### src/rtl/tev_pkg.sv
// tev_pkg: shared constants for the transient event detector
package tev_pkg;
  // ------------------------------------------------------------
  // register indices (byte address is four times the index)
  // ------------------------------------------------------------
  localparam int unsigned ADDR_W       = 8;
  localparam logic [5:0]  IDX_CFG      = 6'h1D;  // transient config
  localparam logic [5:0]  IDX_SRC      = 6'h1E;  // transient_event_status
  localparam logic [5:0]  IDX_THS      = 6'h1F;  // transient_threshold_cfg
  localparam logic [5:0]  IDX_CNT      = 6'h20;  // transient_debounce_count
  localparam logic [5:0]  IDX_CTRL     = 6'h30;  // range, rate and power mode
  localparam logic [5:0]  IDX_AXTHS0   = 6'h31;  // per-axis thresholds x,y,z
  localparam logic [5:0]  IDX_AXTHS_EN = 6'h34;  // per-axis threshold override
  localparam logic [5:0]  IDX_IRQ_ST   = 6'h38;  // sticky interrupt status
  localparam logic [5:0]  IDX_IRQ_MSK  = 6'h39;  // interrupt mask
  // ------------------------------------------------------------
  // field positions
  // ------------------------------------------------------------
  localparam int CFG_BYP  = 0;  // filter bypass
  localparam int CFG_EN0  = 1;  // axis enables at 1..3
  localparam int CFG_ELE  = 4;  // latch enable
  localparam int SRC_EA   = 6;  // any axis active; axis n pol 2n, flag 2n+1
  localparam int THS_DBM  = 7;  // debounce mode select
  localparam int CTRL_LN  = 0;  // low-noise range limit
  localparam int CTRL_RANGE = 1;  // full_scale_select, 2 bits
  localparam int CTRL_ODR = 3;  // data rate code, 3 bits
  localparam int CTRL_PM  = 6;  // power mode, 2 bits
  // ------------------------------------------------------------
  // reset values and codes
  // ------------------------------------------------------------
  localparam logic [7:0]  RST_REG  = 8'h00;
  localparam logic [1:0]  PM_NORM  = 2'h0;
  localparam logic [1:0]  PM_LP_LN = 2'h1;
  localparam logic [1:0]  PM_HIRES = 2'h2;
  localparam logic [1:0]  PM_LOWP  = 2'h3;
  // ------------------------------------------------------------
  // scaling: magnitudes in 0.244 mg units (2 g range lsb)
  // ------------------------------------------------------------
  localparam int unsigned THS_MG    = 63;   // threshold weight, mg
  localparam int unsigned LSB_UG    = 244;  // finest lsb, ug
  localparam logic [16:0] THS_UNIT  = 17'((THS_MG * 1000) / LSB_UG);
  localparam logic [16:0] LN_MAX    = 17'h04000;  // 4 g
  // ------------------------------------------------------------
  // timing: shortest debounce step
  // ------------------------------------------------------------
  localparam real         STEP_BASE_MS  = 1.25;
  localparam real         CLK_MHZ       = 125.0;
  localparam int unsigned STEP_BASE_CYC = int'(STEP_BASE_MS * 1000.0 * CLK_MHZ);
  // bus handshake states
  typedef enum logic {BUS_IDLE, BUS_ANSWER} tev_bus_t;
endpackage : tev_pkg

### src/rtl/tev_axis_if.sv
// tev_axis_if: per-axis link between the control core and a debouncer
`timescale 1ns/1ps
`default_nettype none
interface tev_axis_if;
  logic       step;    // debounce step tick
  logic       cond;    // condition met in the current period
  logic       mode;    // 1 clears, 0 decrements when not met
  logic [7:0] target;  // debounce_target_count
  logic       fire;    // one-cycle event pulse
  logic [7:0] count;   // running debounce count
  modport ctl (output step, cond, mode, target, input fire, count);
  modport det (input step, cond, mode, target, output fire, count);
endinterface : tev_axis_if
`default_nettype wire

### src/rtl/tev_axis_debounce.sv
// tev_axis_debounce: debounce counter for one axis
`timescale 1ns/1ps
`default_nettype none
module tev_axis_debounce
  import tev_pkg::*;
(
  input  wire logic clk,
  input  wire logic sys_rst,
  tev_axis_if.det   ax
);

  logic [7:0] count;       // current count
  logic [7:0] next_count;  // count after this step
  logic       fire;        // registered event pulse

  // ------------------------------------------------------------
  // step rule: count up while met, else clear or decrement
  // ------------------------------------------------------------
  always_comb
  begin
    next_count = count;
    if (ax.step)
    begin
      if (ax.cond)
        next_count = (count < ax.target) ? count + 8'h01 : ax.target;
      else if (ax.mode)
        next_count = 8'h00;
      else if (count != 8'h00)
        next_count = count - 8'h01;
    end
  end

  always_ff @(posedge clk or posedge sys_rst)
  begin
    if (sys_rst)
      count <= 8'h00;
    else
      count <= next_count;
  end

  // event once the full target has been reached while met
  always_ff @(posedge clk or posedge sys_rst)
  begin
    if (sys_rst)
      fire <= 1'b0;
    else
      fire <= ax.step & ax.cond & (next_count >= ax.target);
  end

  assign ax.count = count;
  assign ax.fire  = fire;
endmodule : tev_axis_debounce
`default_nettype wire

### src/rtl/tev_step_timer.sv
// tev_step_timer: debounce step tick from rate and power mode
`timescale 1ns/1ps
`default_nettype none
module tev_step_timer
  import tev_pkg::*;
#(
  parameter int unsigned BASE_CYC = STEP_BASE_CYC
)(
  input  wire logic       clk,
  input  wire logic       sys_rst,
  input  wire logic [2:0] odr,
  input  wire logic [1:0] pmode,
  output logic            step
);
  logic [31:0] cnt;     // cycles into the current step
  logic [31:0] period;  // step length in cycles
  logic [7:0]  mult;    // step as a multiple of 1.25 ms

  // ------------------------------------------------------------
  // step length table
  // ------------------------------------------------------------
  always_comb
  begin
    mult = 8'h10;
    case (pmode)
      PM_HIRES: mult = (odr == 3'h0) ? 8'h01 : 8'h02;
      PM_LP_LN: mult = (odr >= 3'h5) ? 8'h40 : 8'(1 << odr);
      PM_LOWP:  mult = (odr >= 3'h6) ? 8'h80 :
                       (odr == 3'h5) ? 8'h40 : 8'(1 << odr);
      default:  mult = (odr >= 3'h4) ? 8'h10 : 8'(1 << odr);
    endcase
  end
  assign period = 32'(BASE_CYC * mult);

  // free-running step counter; a shorter new period ends the step at once
  always_ff @(posedge clk or posedge sys_rst)
  begin
    if (sys_rst)
    begin
      cnt  <= 32'h0;
      step <= 1'b0;
    end
    else if (cnt + 32'h1 >= period)
    begin
      cnt  <= 32'h0;
      step <= 1'b1;
    end
    else
    begin
      cnt  <= cnt + 32'h1;
      step <= 1'b0;
    end
  end
endmodule : tev_step_timer
`default_nettype wire

### src/rtl/tev_detector.sv
// tev_detector: transient event detector with avalon-mm register slave
`timescale 1ns/1ps
`default_nettype none
// Functional notes
// active flag is or of axis flags
// flag after threshold exceeded full debounce
// polarity zero above, one below threshold
// latch mode freezes flags and polarities
// non-latch mode keeps updating flags, polarities
// flags clear only by status read
// mode zero decrements count when unmet
// mode one clears count when unmet
// threshold seven bits at 63 mg
// low noise limits range to 4 g
// count register sets debounce steps needed
// normal step one period, max 20 ms
// high-res, low-noise and low power step lengths
// per-axis thresholds may replace common one
// only enabled axes raise flags
// bypass selects unfiltered data
// active flag drives level interrupt request; irq follows the masked sticky irq_st instead
// count saturates at target, floors zero
module tev_detector
  import tev_pkg::*;
#(
  parameter int unsigned DATA_W   = 14,            // sample width
  parameter int unsigned BASE_CYC = STEP_BASE_CYC  // cycles per 1.25 ms
)(
  input  wire logic                     clk,
  input  wire logic                     sys_rst,
  input  wire logic [ADDR_W-1:0]        avs_address,
  input  wire logic                     avs_read,
  input  wire logic                     avs_write,
  input  wire logic [31:0]              avs_writedata,
  input  wire logic [3:0]               avs_byteenable,
  output logic [31:0]                   avs_readdata,
  output logic                          avs_waitrequest,
  input  wire logic                     sample_valid,
  input  wire logic signed [DATA_W-1:0] filt_x,
  input  wire logic signed [DATA_W-1:0] filt_y,
  input  wire logic signed [DATA_W-1:0] filt_z,
  input  wire logic signed [DATA_W-1:0] raw_x,
  input  wire logic signed [DATA_W-1:0] raw_y,
  input  wire logic signed [DATA_W-1:0] raw_z,
  output logic                          any_axis_active_flag,
  output logic                          irq
);

  // ------------------------------------------------------------
  // registers and state
  // ------------------------------------------------------------
  tev_bus_t    bus_state;     // handshake state
  logic [5:0]  idx;           // word index of the access
  logic        acc;           // access completes this edge
  logic        wr_en;         // write completes this edge
  logic        rd_en;         // read completes this edge
  logic [7:0]  cfg;           // bypass, enables, latch enable
  logic [7:0]  ths;           // mode and common_threshold_value
  logic [7:0]  cnt_reg;       // debounce_target_count
  logic [7:0]  ctrl;          // low noise, full scale, rate, power
  logic [6:0]  axths [3];     // per-axis thresholds
  logic        axths_en;      // per-axis override enable
  logic [2:0]  ef;            // axis event flags
  logic [2:0]  pol;           // axis polarities
  logic        irq_st;        // sticky interrupt status
  logic        irq_msk;       // interrupt mask
  logic [7:0]  rd_mux;        // read value of the addressed register
  logic [2:0]  cond_q;        // latched comparison per axis
  logic [2:0]  pol_q;         // latched sign per axis
  logic [2:0]  fire_v;        // event pulses from debouncers
  logic [2:0]  next_ef;       // flags after clear and set
  logic [2:0]  next_pol;      // polarities after clear and set
  logic        frozen;        // latch mode holds the captured event
  logic        next_irq_st;   // interrupt status after clear and set
  logic        step;          // debounce step tick
  logic [1:0]  range_sh;      // range shift into finest units
  logic signed [DATA_W-1:0] filt_a [3];
  logic signed [DATA_W-1:0] raw_a  [3];

  assign filt_a[0] = filt_x;
  assign filt_a[1] = filt_y;
  assign filt_a[2] = filt_z;
  assign raw_a[0]  = raw_x;
  assign raw_a[1]  = raw_y;
  assign raw_a[2]  = raw_z;
  assign idx   = avs_address[7:2];
  assign acc   = (bus_state == BUS_ANSWER);
  assign wr_en = acc & avs_write & avs_byteenable[0];
  assign rd_en = acc & avs_read;
  // reserved range code is read as the widest range
  assign range_sh = (ctrl[CTRL_RANGE+:2] == 2'h3) ? 2'h2 : ctrl[CTRL_RANGE+:2];

  // ------------------------------------------------------------
  // bus handshake: one wait cycle, then the answer
  // ------------------------------------------------------------
  // read data are captured on entry to the answer cycle, so the
  // value cleared by a read is exactly the value returned
  always_ff @(posedge clk or posedge sys_rst)
  begin
    if (sys_rst)
    begin
      bus_state       <= BUS_IDLE;
      avs_waitrequest <= 1'b1;
      avs_readdata    <= 32'h0;
    end
    else
    begin
      case (bus_state)
        BUS_IDLE:
        begin
          if (avs_read || avs_write)
          begin
            bus_state       <= BUS_ANSWER;
            avs_waitrequest <= 1'b0;
            avs_readdata    <= {24'h0, rd_mux};
          end
        end
        BUS_ANSWER:
        begin
          bus_state       <= BUS_IDLE;
          avs_waitrequest <= 1'b1;
        end
        default:
        begin
          bus_state       <= BUS_IDLE;
          avs_waitrequest <= 1'b1;
        end
      endcase
    end
  end

  // read multiplexer; unmapped words read as zero
  always_comb
  begin
    rd_mux = 8'h00;
    case (idx)
      IDX_CFG:      rd_mux = {3'h0, cfg[4:0]};
      IDX_SRC:      rd_mux = {1'b0, |ef, ef[2], pol[2], ef[1], pol[1], ef[0], pol[0]};
      IDX_THS:      rd_mux = ths;
      IDX_CNT:      rd_mux = cnt_reg;
      IDX_CTRL:     rd_mux = ctrl;
      IDX_AXTHS0:   rd_mux = {1'b0, axths[0]};
      IDX_AXTHS0+6'h1: rd_mux = {1'b0, axths[1]};
      IDX_AXTHS0+6'h2: rd_mux = {1'b0, axths[2]};
      IDX_AXTHS_EN: rd_mux = {7'h0, axths_en};
      IDX_IRQ_ST:   rd_mux = {7'h0, irq_st};
      IDX_IRQ_MSK:  rd_mux = {7'h0, irq_msk};
      default:      rd_mux = 8'h00;
    endcase
  end

  // ------------------------------------------------------------
  // configuration registers
  // ------------------------------------------------------------
  always_ff @(posedge clk or posedge sys_rst)
  begin
    if (sys_rst)
    begin
      cfg      <= RST_REG;
      ths      <= RST_REG;
      cnt_reg  <= RST_REG;
      ctrl     <= RST_REG;
      axths[0] <= 7'h00;
      axths[1] <= 7'h00;
      axths[2] <= 7'h00;
      axths_en <= 1'b0;
      irq_msk  <= 1'b0;
    end
    else if (wr_en)
    begin
      case (idx)
        IDX_CFG:      cfg     <= {3'h0, avs_writedata[4:0]};
        IDX_THS:      ths     <= avs_writedata[7:0];
        IDX_CNT:      cnt_reg <= avs_writedata[7:0];
        IDX_CTRL:     ctrl    <= avs_writedata[7:0];
        IDX_AXTHS0:   axths[0] <= avs_writedata[6:0];
        IDX_AXTHS0+6'h1: axths[1] <= avs_writedata[6:0];
        IDX_AXTHS0+6'h2: axths[2] <= avs_writedata[6:0];
        IDX_AXTHS_EN: axths_en <= avs_writedata[0];
        IDX_IRQ_MSK:  irq_msk  <= avs_writedata[0];
        default:
        begin
          // writes to status or unmapped words are dropped
        end
      endcase
    end
  end

  // ------------------------------------------------------------
  // debounce step timer
  // ------------------------------------------------------------
  tev_step_timer #(
    .BASE_CYC (BASE_CYC)
  ) u_step (
    .clk     (clk),
    .sys_rst (sys_rst),
    .odr     (ctrl[CTRL_ODR+:3]),
    .pmode   (ctrl[CTRL_PM+:2]),
    .step    (step)
  );

  // ------------------------------------------------------------
  // per-axis comparison and debounce
  // ------------------------------------------------------------
  for (genvar g = 0; g < 3; g++)
  begin : g_axis
    logic signed [DATA_W-1:0] smp;   // selected sample
    logic [DATA_W:0]          absv;  // magnitude, one extra bit for -full scale
    logic [16:0]              mag;   // magnitude in finest units
    logic [16:0]              lim;   // magnitude after low-noise limit
    logic [6:0]               thv;   // threshold in use
    logic [16:0]              thr;   // threshold in finest units
    tev_axis_if               axl ();

    assign smp  = cfg[CFG_BYP] ? raw_a[g] : filt_a[g];
    assign absv = smp[DATA_W-1] ? (DATA_W+1)'(-{smp[DATA_W-1], smp}) : {1'b0, smp};
    assign mag  = 17'({2'b00, absv} << range_sh);
    assign lim  = (ctrl[CTRL_LN] && mag > LN_MAX) ? LN_MAX : mag;
    assign thv  = axths_en ? axths[g] : ths[6:0];
    assign thr  = 17'(thv * THS_UNIT);

    // compare once per sample; the result stands until the next one
    always_ff @(posedge clk or posedge sys_rst)
    begin
      if (sys_rst)
      begin
        cond_q[g] <= 1'b0;
        pol_q[g]  <= 1'b0;
      end
      else if (sample_valid)
      begin
        cond_q[g] <= lim > thr;
        pol_q[g]  <= smp[DATA_W-1];
      end
    end

    assign axl.step   = step;
    assign axl.cond   = cond_q[g] & cfg[CFG_EN0+g];
    assign axl.mode   = ths[THS_DBM];
    assign axl.target = cnt_reg;
    assign fire_v[g]  = axl.fire;

    tev_axis_debounce u_db (
      .clk     (clk),
      .sys_rst (sys_rst),
      .ax      (axl)
    );

  end

  // ------------------------------------------------------------
  // event status: read clears what was returned, set wins
  // ------------------------------------------------------------
  always_comb
  begin
    next_ef  = ef;
    next_pol = pol;
    if (rd_en && idx == IDX_SRC)
    begin
      // only bits that the read returned are cleared
      next_ef  = ef & ~{avs_readdata[5], avs_readdata[3], avs_readdata[1]};
      next_pol = pol & ~{avs_readdata[4], avs_readdata[2], avs_readdata[0]};
    end
    frozen = cfg[CFG_ELE] & (|next_ef);
    if (!frozen)
    begin
      next_ef  = next_ef | fire_v;
      next_pol = (next_pol & ~fire_v) | (pol_q & fire_v);
    end
  end

  always_ff @(posedge clk or posedge sys_rst)
  begin
    if (sys_rst)
    begin
      ef                   <= 3'h0;
      pol                  <= 3'h0;
      any_axis_active_flag <= 1'b0;
    end
    else
    begin
      ef                   <= next_ef;
      pol                  <= next_pol;
      any_axis_active_flag <= |next_ef;
    end
  end

  // ------------------------------------------------------------
  // interrupt status, mask and level output
  // ------------------------------------------------------------
  always_comb
  begin
    next_irq_st = irq_st;
    if (rd_en && idx == IDX_IRQ_ST && avs_readdata[0])
      next_irq_st = 1'b0;
    if (!frozen && (|fire_v))
      next_irq_st = 1'b1;
  end

  always_ff @(posedge clk or posedge sys_rst)
  begin
    if (sys_rst)
    begin
      irq_st <= 1'b0;
      irq    <= 1'b0;
    end
    else
    begin
      irq_st <= next_irq_st;
      irq    <= next_irq_st & irq_msk;
    end
  end
endmodule : tev_detector
`default_nettype wire

### config.mk
export PLATFORM = sky130hd
export DESIGN_NAME = tev_detector
export DESIGN_NICKNAME = d
export VERILOG_FILES = /design/src/rtl/tev_pkg.sv /design/src/rtl/tev_axis_if.sv /design/src/rtl/tev_axis_debounce.sv /design/src/rtl/tev_step_timer.sv /design/src/rtl/tev_detector.sv
export SDC_FILE = /design/constraint.sdc
export NUM_CORES = 1
export LEC_CHECK = 0
export BUFFER_PORTS_ARGS = -buffer_cell sky130_fd_sc_hd__buf_2
export CAP_MARGIN = 15
export CORE_ASPECT_RATIO = 1.2
export CORE_MARGIN = 2
export CORE_UTILIZATION = 47
export DETAILED_ROUTE_END_ITERATION = 7
export GPL_TIMING_DRIVEN = 0
export PLACE_DENSITY_LB_ADDON = 0.08
export SYNTH_ARGS = -nofsm -noshare
export SYNTH_HDL_FRONTEND = slang
export SYNTH_HIERARCHICAL = 1
export SYNTH_SLANG_ARGS = --single-unit
### constraint.sdc
create_clock -name clk -period 7.3 [get_ports clk]
set_input_delay 0 -clock clk [delete_from_list [all_inputs] [get_ports clk]]
set_output_delay 0 -clock clk [all_outputs]
set_load 0.02 [all_outputs]
==> results.json <==
{
  "area_delta_synth_final_pct": 13.2,
  "final_nets": 2377,
  "power_frac_comb": 0.470,
  "drc_errors": 0,
  "vias_per_cell": 5.93,
  "period_share": 0.952,
  "hp-class": "primary input to flip-flop",
  "yosysTopAreaCell": "dfrtp_1",
  "wl_per_cell_um": 18.9,
  "seq_power_share": 0.280,
  "coreArea_um2": 34000,
  "start_util": 0.477,
  "gp_congestion": 0.906,
  "grt_overflow": 0,
  "drt-pass1-iter-count": 6,
  "switching_share": 0.397,
  "routed_wirelength_um": 47500,
  "cts_buffer_depth": 2,
  "critPathRequiredTime_ns": 7.68,
  "worst_slack_ns": 0.350,
  "peakVddDrop_mv": 0.156,
  "synthArstFlopShare": 1.00,
  "yosys-top-cells-area": "dfrtp_1 21%, ha_1 15%, mux2_2 4.5%",
  "io_buffers": 114,
  "setup_tns_ns": 0,
  "period_needed_ns": 6.95,
  "dp_hpwl_um": 38300,
  "switchingPower_uw": 1450,
  "syn_area_um2": 16200,
  "num_rows": 74,
  "p_leak_uw": 0.00836,
  "ys_types": 102,
  "critPathLaunchType": "flip-flop",
  "power.density_nw_per_um2": 199,
  "end_kind": "flip-flop",
  "p_int_uw": 2210,
  "ys_ff_latch": 137,
  "grt_usage": 0.263,
  "die_h_um": 207,
  "cts.sinks": 137,
  "grt_pass1_wl_um": 76900,
  "crit_type": "flip-flop to flip-flop",
  "totalPowerFinal_uw": 3660,
  "dr_total_vias": 14900,
  "syn_avg_cell_area_um2": 8.77,
  "maxClockFrequency_mhz": 144,
  "grt_pass1_vias": 14600,
  "yosys_warnings": 6,
  "slew_violations": 0,
  "die_area_um2": 36000,
  "num_io_pins": 168,
  "seq_area_frac_synth": 0.212,
  "drtAntennaViolNets": 0,
  "power.share.clock": 0.250,
  "slew_headroom": 0.225,
  "drive_gt1_frac": 0.182,
  "rsz0062_at_grt": "no",
  "dr.first_iter.drc_count": 1120,
  "crit_arrival_ns": 7.33,
  "worst_slew_pin_slew_ns": 1.15,
  "status": "finished, final reports clean",
  "grt_max_degree": 40,
  "cap_violations": 0,
  "fin_skew_ns": 0.00953,
  "clk_latency_ns": 0.45,
  "cts_buffers": 17,
  "synth-edff-count": 0,
  "synthCells": 1846,
  "yosysTopAreaCellShare": 0.210,
  "synth_ff_type": "dfrtp_1",
  "antenna_found_initial": 4,
  "die_w_um": 173,
  "post-place-ws_ns": -0.205,
  "largest_reg_flops": 32,
  "clockRootBuffer": "clkbuf_16",
  "h-tree-depth": 4,
  "cts_tree": "yes",
  "finalSetupViolCount": 0,
  "cp_max_fo": 10,
  "path_clk_slew_ns": 0.06,
  "hold_viol": 0
}
[cell usage in the layout (no fill, tap or decap), drive strengths merged, types with 37 or more instances in the layout]
cell / n
nor3: 62
dfrtp: 136
ha: 193
nor2: 127
nand3: 54
clkbuf: 49
buf: 184
mux2: 66
o21ai: 101
mux2i: 75
a21oi: 107
inv: 101
nor2b: 45
conb: 37
xnor2: 48
nand2: 120
[critical path, cell delays in order (launching register included)]
cell,delay (ns)
dfrtp_1,0.41
nand2b_1,0.19
nand2_1,0.10
nor3_4,0.32
ha_1,0.34
ha_1,0.31
fa_1,0.52
inv_1,0.06
fa_1,0.53
inv_1,0.05
ha_1,0.36
a21oi_1,0.17
o22ai_1,0.14
o21bai_1,0.26
a21oi_1,0.16
o211a_1,0.29
a31o_2,0.27
a311oi_1,0.30
ha_1,0.30
a21o_1,0.16
a21oi_1,0.16
nor2_1,0.06
or4_1,0.51
or4_4,0.47
buf_6,0.18
buf_12,0.16
nor2b_4,0.10
[timing repair]
item                                   CTS  global route
endpoints found under the hold margin  129             0
resized for setup                        4             8
hold buffers                            11             0
pin swaps                                0             2
setup endpoints to repair               27            27
setup buffers                            0             4
[cell type report]
type	instances	area, µm²
Clock inverter	11	143
Buffer	90	582
Clock buffer	21	480
Tap cell	456	571
Fill cell	3238	15700
Sequential cell	137	3430
Antenna cell	3	7.51
Inverter	100	378
Timing Repair Buffer	133	768
Multi-Input combinational cell	1554	12000
[cell families (layout without fill, tap and decap cells)]
kind of cell    count (synthesis)  after routing  share of synthesized area
flops                         137            137                      0.212
other cells                     2             40                   0.000464
compound gates                476            476                      0.204
xor+xnor                       83             83                     0.0449
simple gates                  600            600                      0.207
mux                           147            147                      0.102
buf+inv                       190            355                     0.0591
fa+ha+maj                     211            211                      0.171
[cells in the mapped netlist, types with 7 or more instances]
| master | number |
|---|---|
| nor3_1 | 61 |
| o21ai_0 | 93 |
| xor2_1 | 35 |
| dfrtp_1 | 136 |
| o41ai_1 | 7 |
| nand3_1 | 54 |
| nand2b_1 | 29 |
| a31oi_1 | 17 |
| o31ai_1 | 16 |
| a21boi_0 | 10 |
| buf_6 | 10 |
| nor2b_1 | 28 |
| or4_1 | 7 |
| buf_4 | 28 |
| o211a_1 | 8 |
| a21oi_1 | 107 |
| nand2_1 | 120 |
| nor2b_4 | 17 |
| clkbuf_1 | 27 |
| nor2_1 | 125 |
| o2111ai_1 | 8 |
| mux2i_1 | 72 |
| xnor2_1 | 48 |
| fa_1 | 18 |
| a22oi_1 | 11 |
| buf_2 | 16 |
| or3_1 | 14 |
| nor3b_1 | 16 |
| inv_1 | 100 |
| o22ai_1 | 7 |
| a211oi_1 | 32 |
| ha_1 | 193 |
| and3_1 | 17 |
| or2_2 | 14 |
| and2_1 | 20 |
| nor4_1 | 11 |
| nand4_1 | 19 |
| o221ai_1 | 14 |
| a221oi_1 | 7 |
| mux2_2 | 65 |
| a21o_1 | 27 |
| o21a_1 | 19 |
[metal layers]
| layer | vias to the layer above | GRT usage | part of all wire |
|---|---|---|---|
| li1 | 7204 | - | - |
| met5 | - | 0 | 0 |
| met1 | 7069 | 0.343 | 0.45 |
| met3 | 112 | 0.0242 | 0.040 |
| met2 | 468 | 0.438 | 0.47 |
| met4 | 0 | 0.127 | 0.042 |
[per-stage QoR]
step	instance area [µm²]	cells	hold slack [ns]	utilization
finish	18300	2505	0.0236	0.539
floorplan	16300	1881	-0.172	-
global route	18300	2505	0.0474	0.539
global placement	17500	2451	0.0883	0.514
CTS	18300	2496	0.00458	0.537
detailed placement	17500	2453	0.103	0.515
[power groups by stage]
stage	logic (µW)	clock network [µW]	registers [µW]
4_1_cts	1700	934	1020
6_report	1720	915	1020
2_1_floorplan	1290	0	989
3_5_place_dp	1680	0	1030
5_1_grt	1930	962	1040
3_3_place_gp	1640	0	1030
[worst paths after layout]
kind                                    start                      to  slack (ns)  depth (start not counted)
max in group asynchronous             sys_rst         avs_waitrequest        6.45                          4
worst max-delay path                  ctrl[6]          u_step/cnt[23]        0.35                         26
worst max register to register        ctrl[6]          u_step/cnt[23]        0.35                         26
min in group asynchronous             sys_rst  g_axis[0].u_db/ax.fire        0.18                          3
worst min register to register  u_step/cnt[0]           u_step/cnt[0]        0.49                          1
worst min-delay path                avs_write                     acc        0.02                          3
(Power assumes the default switching activity.)
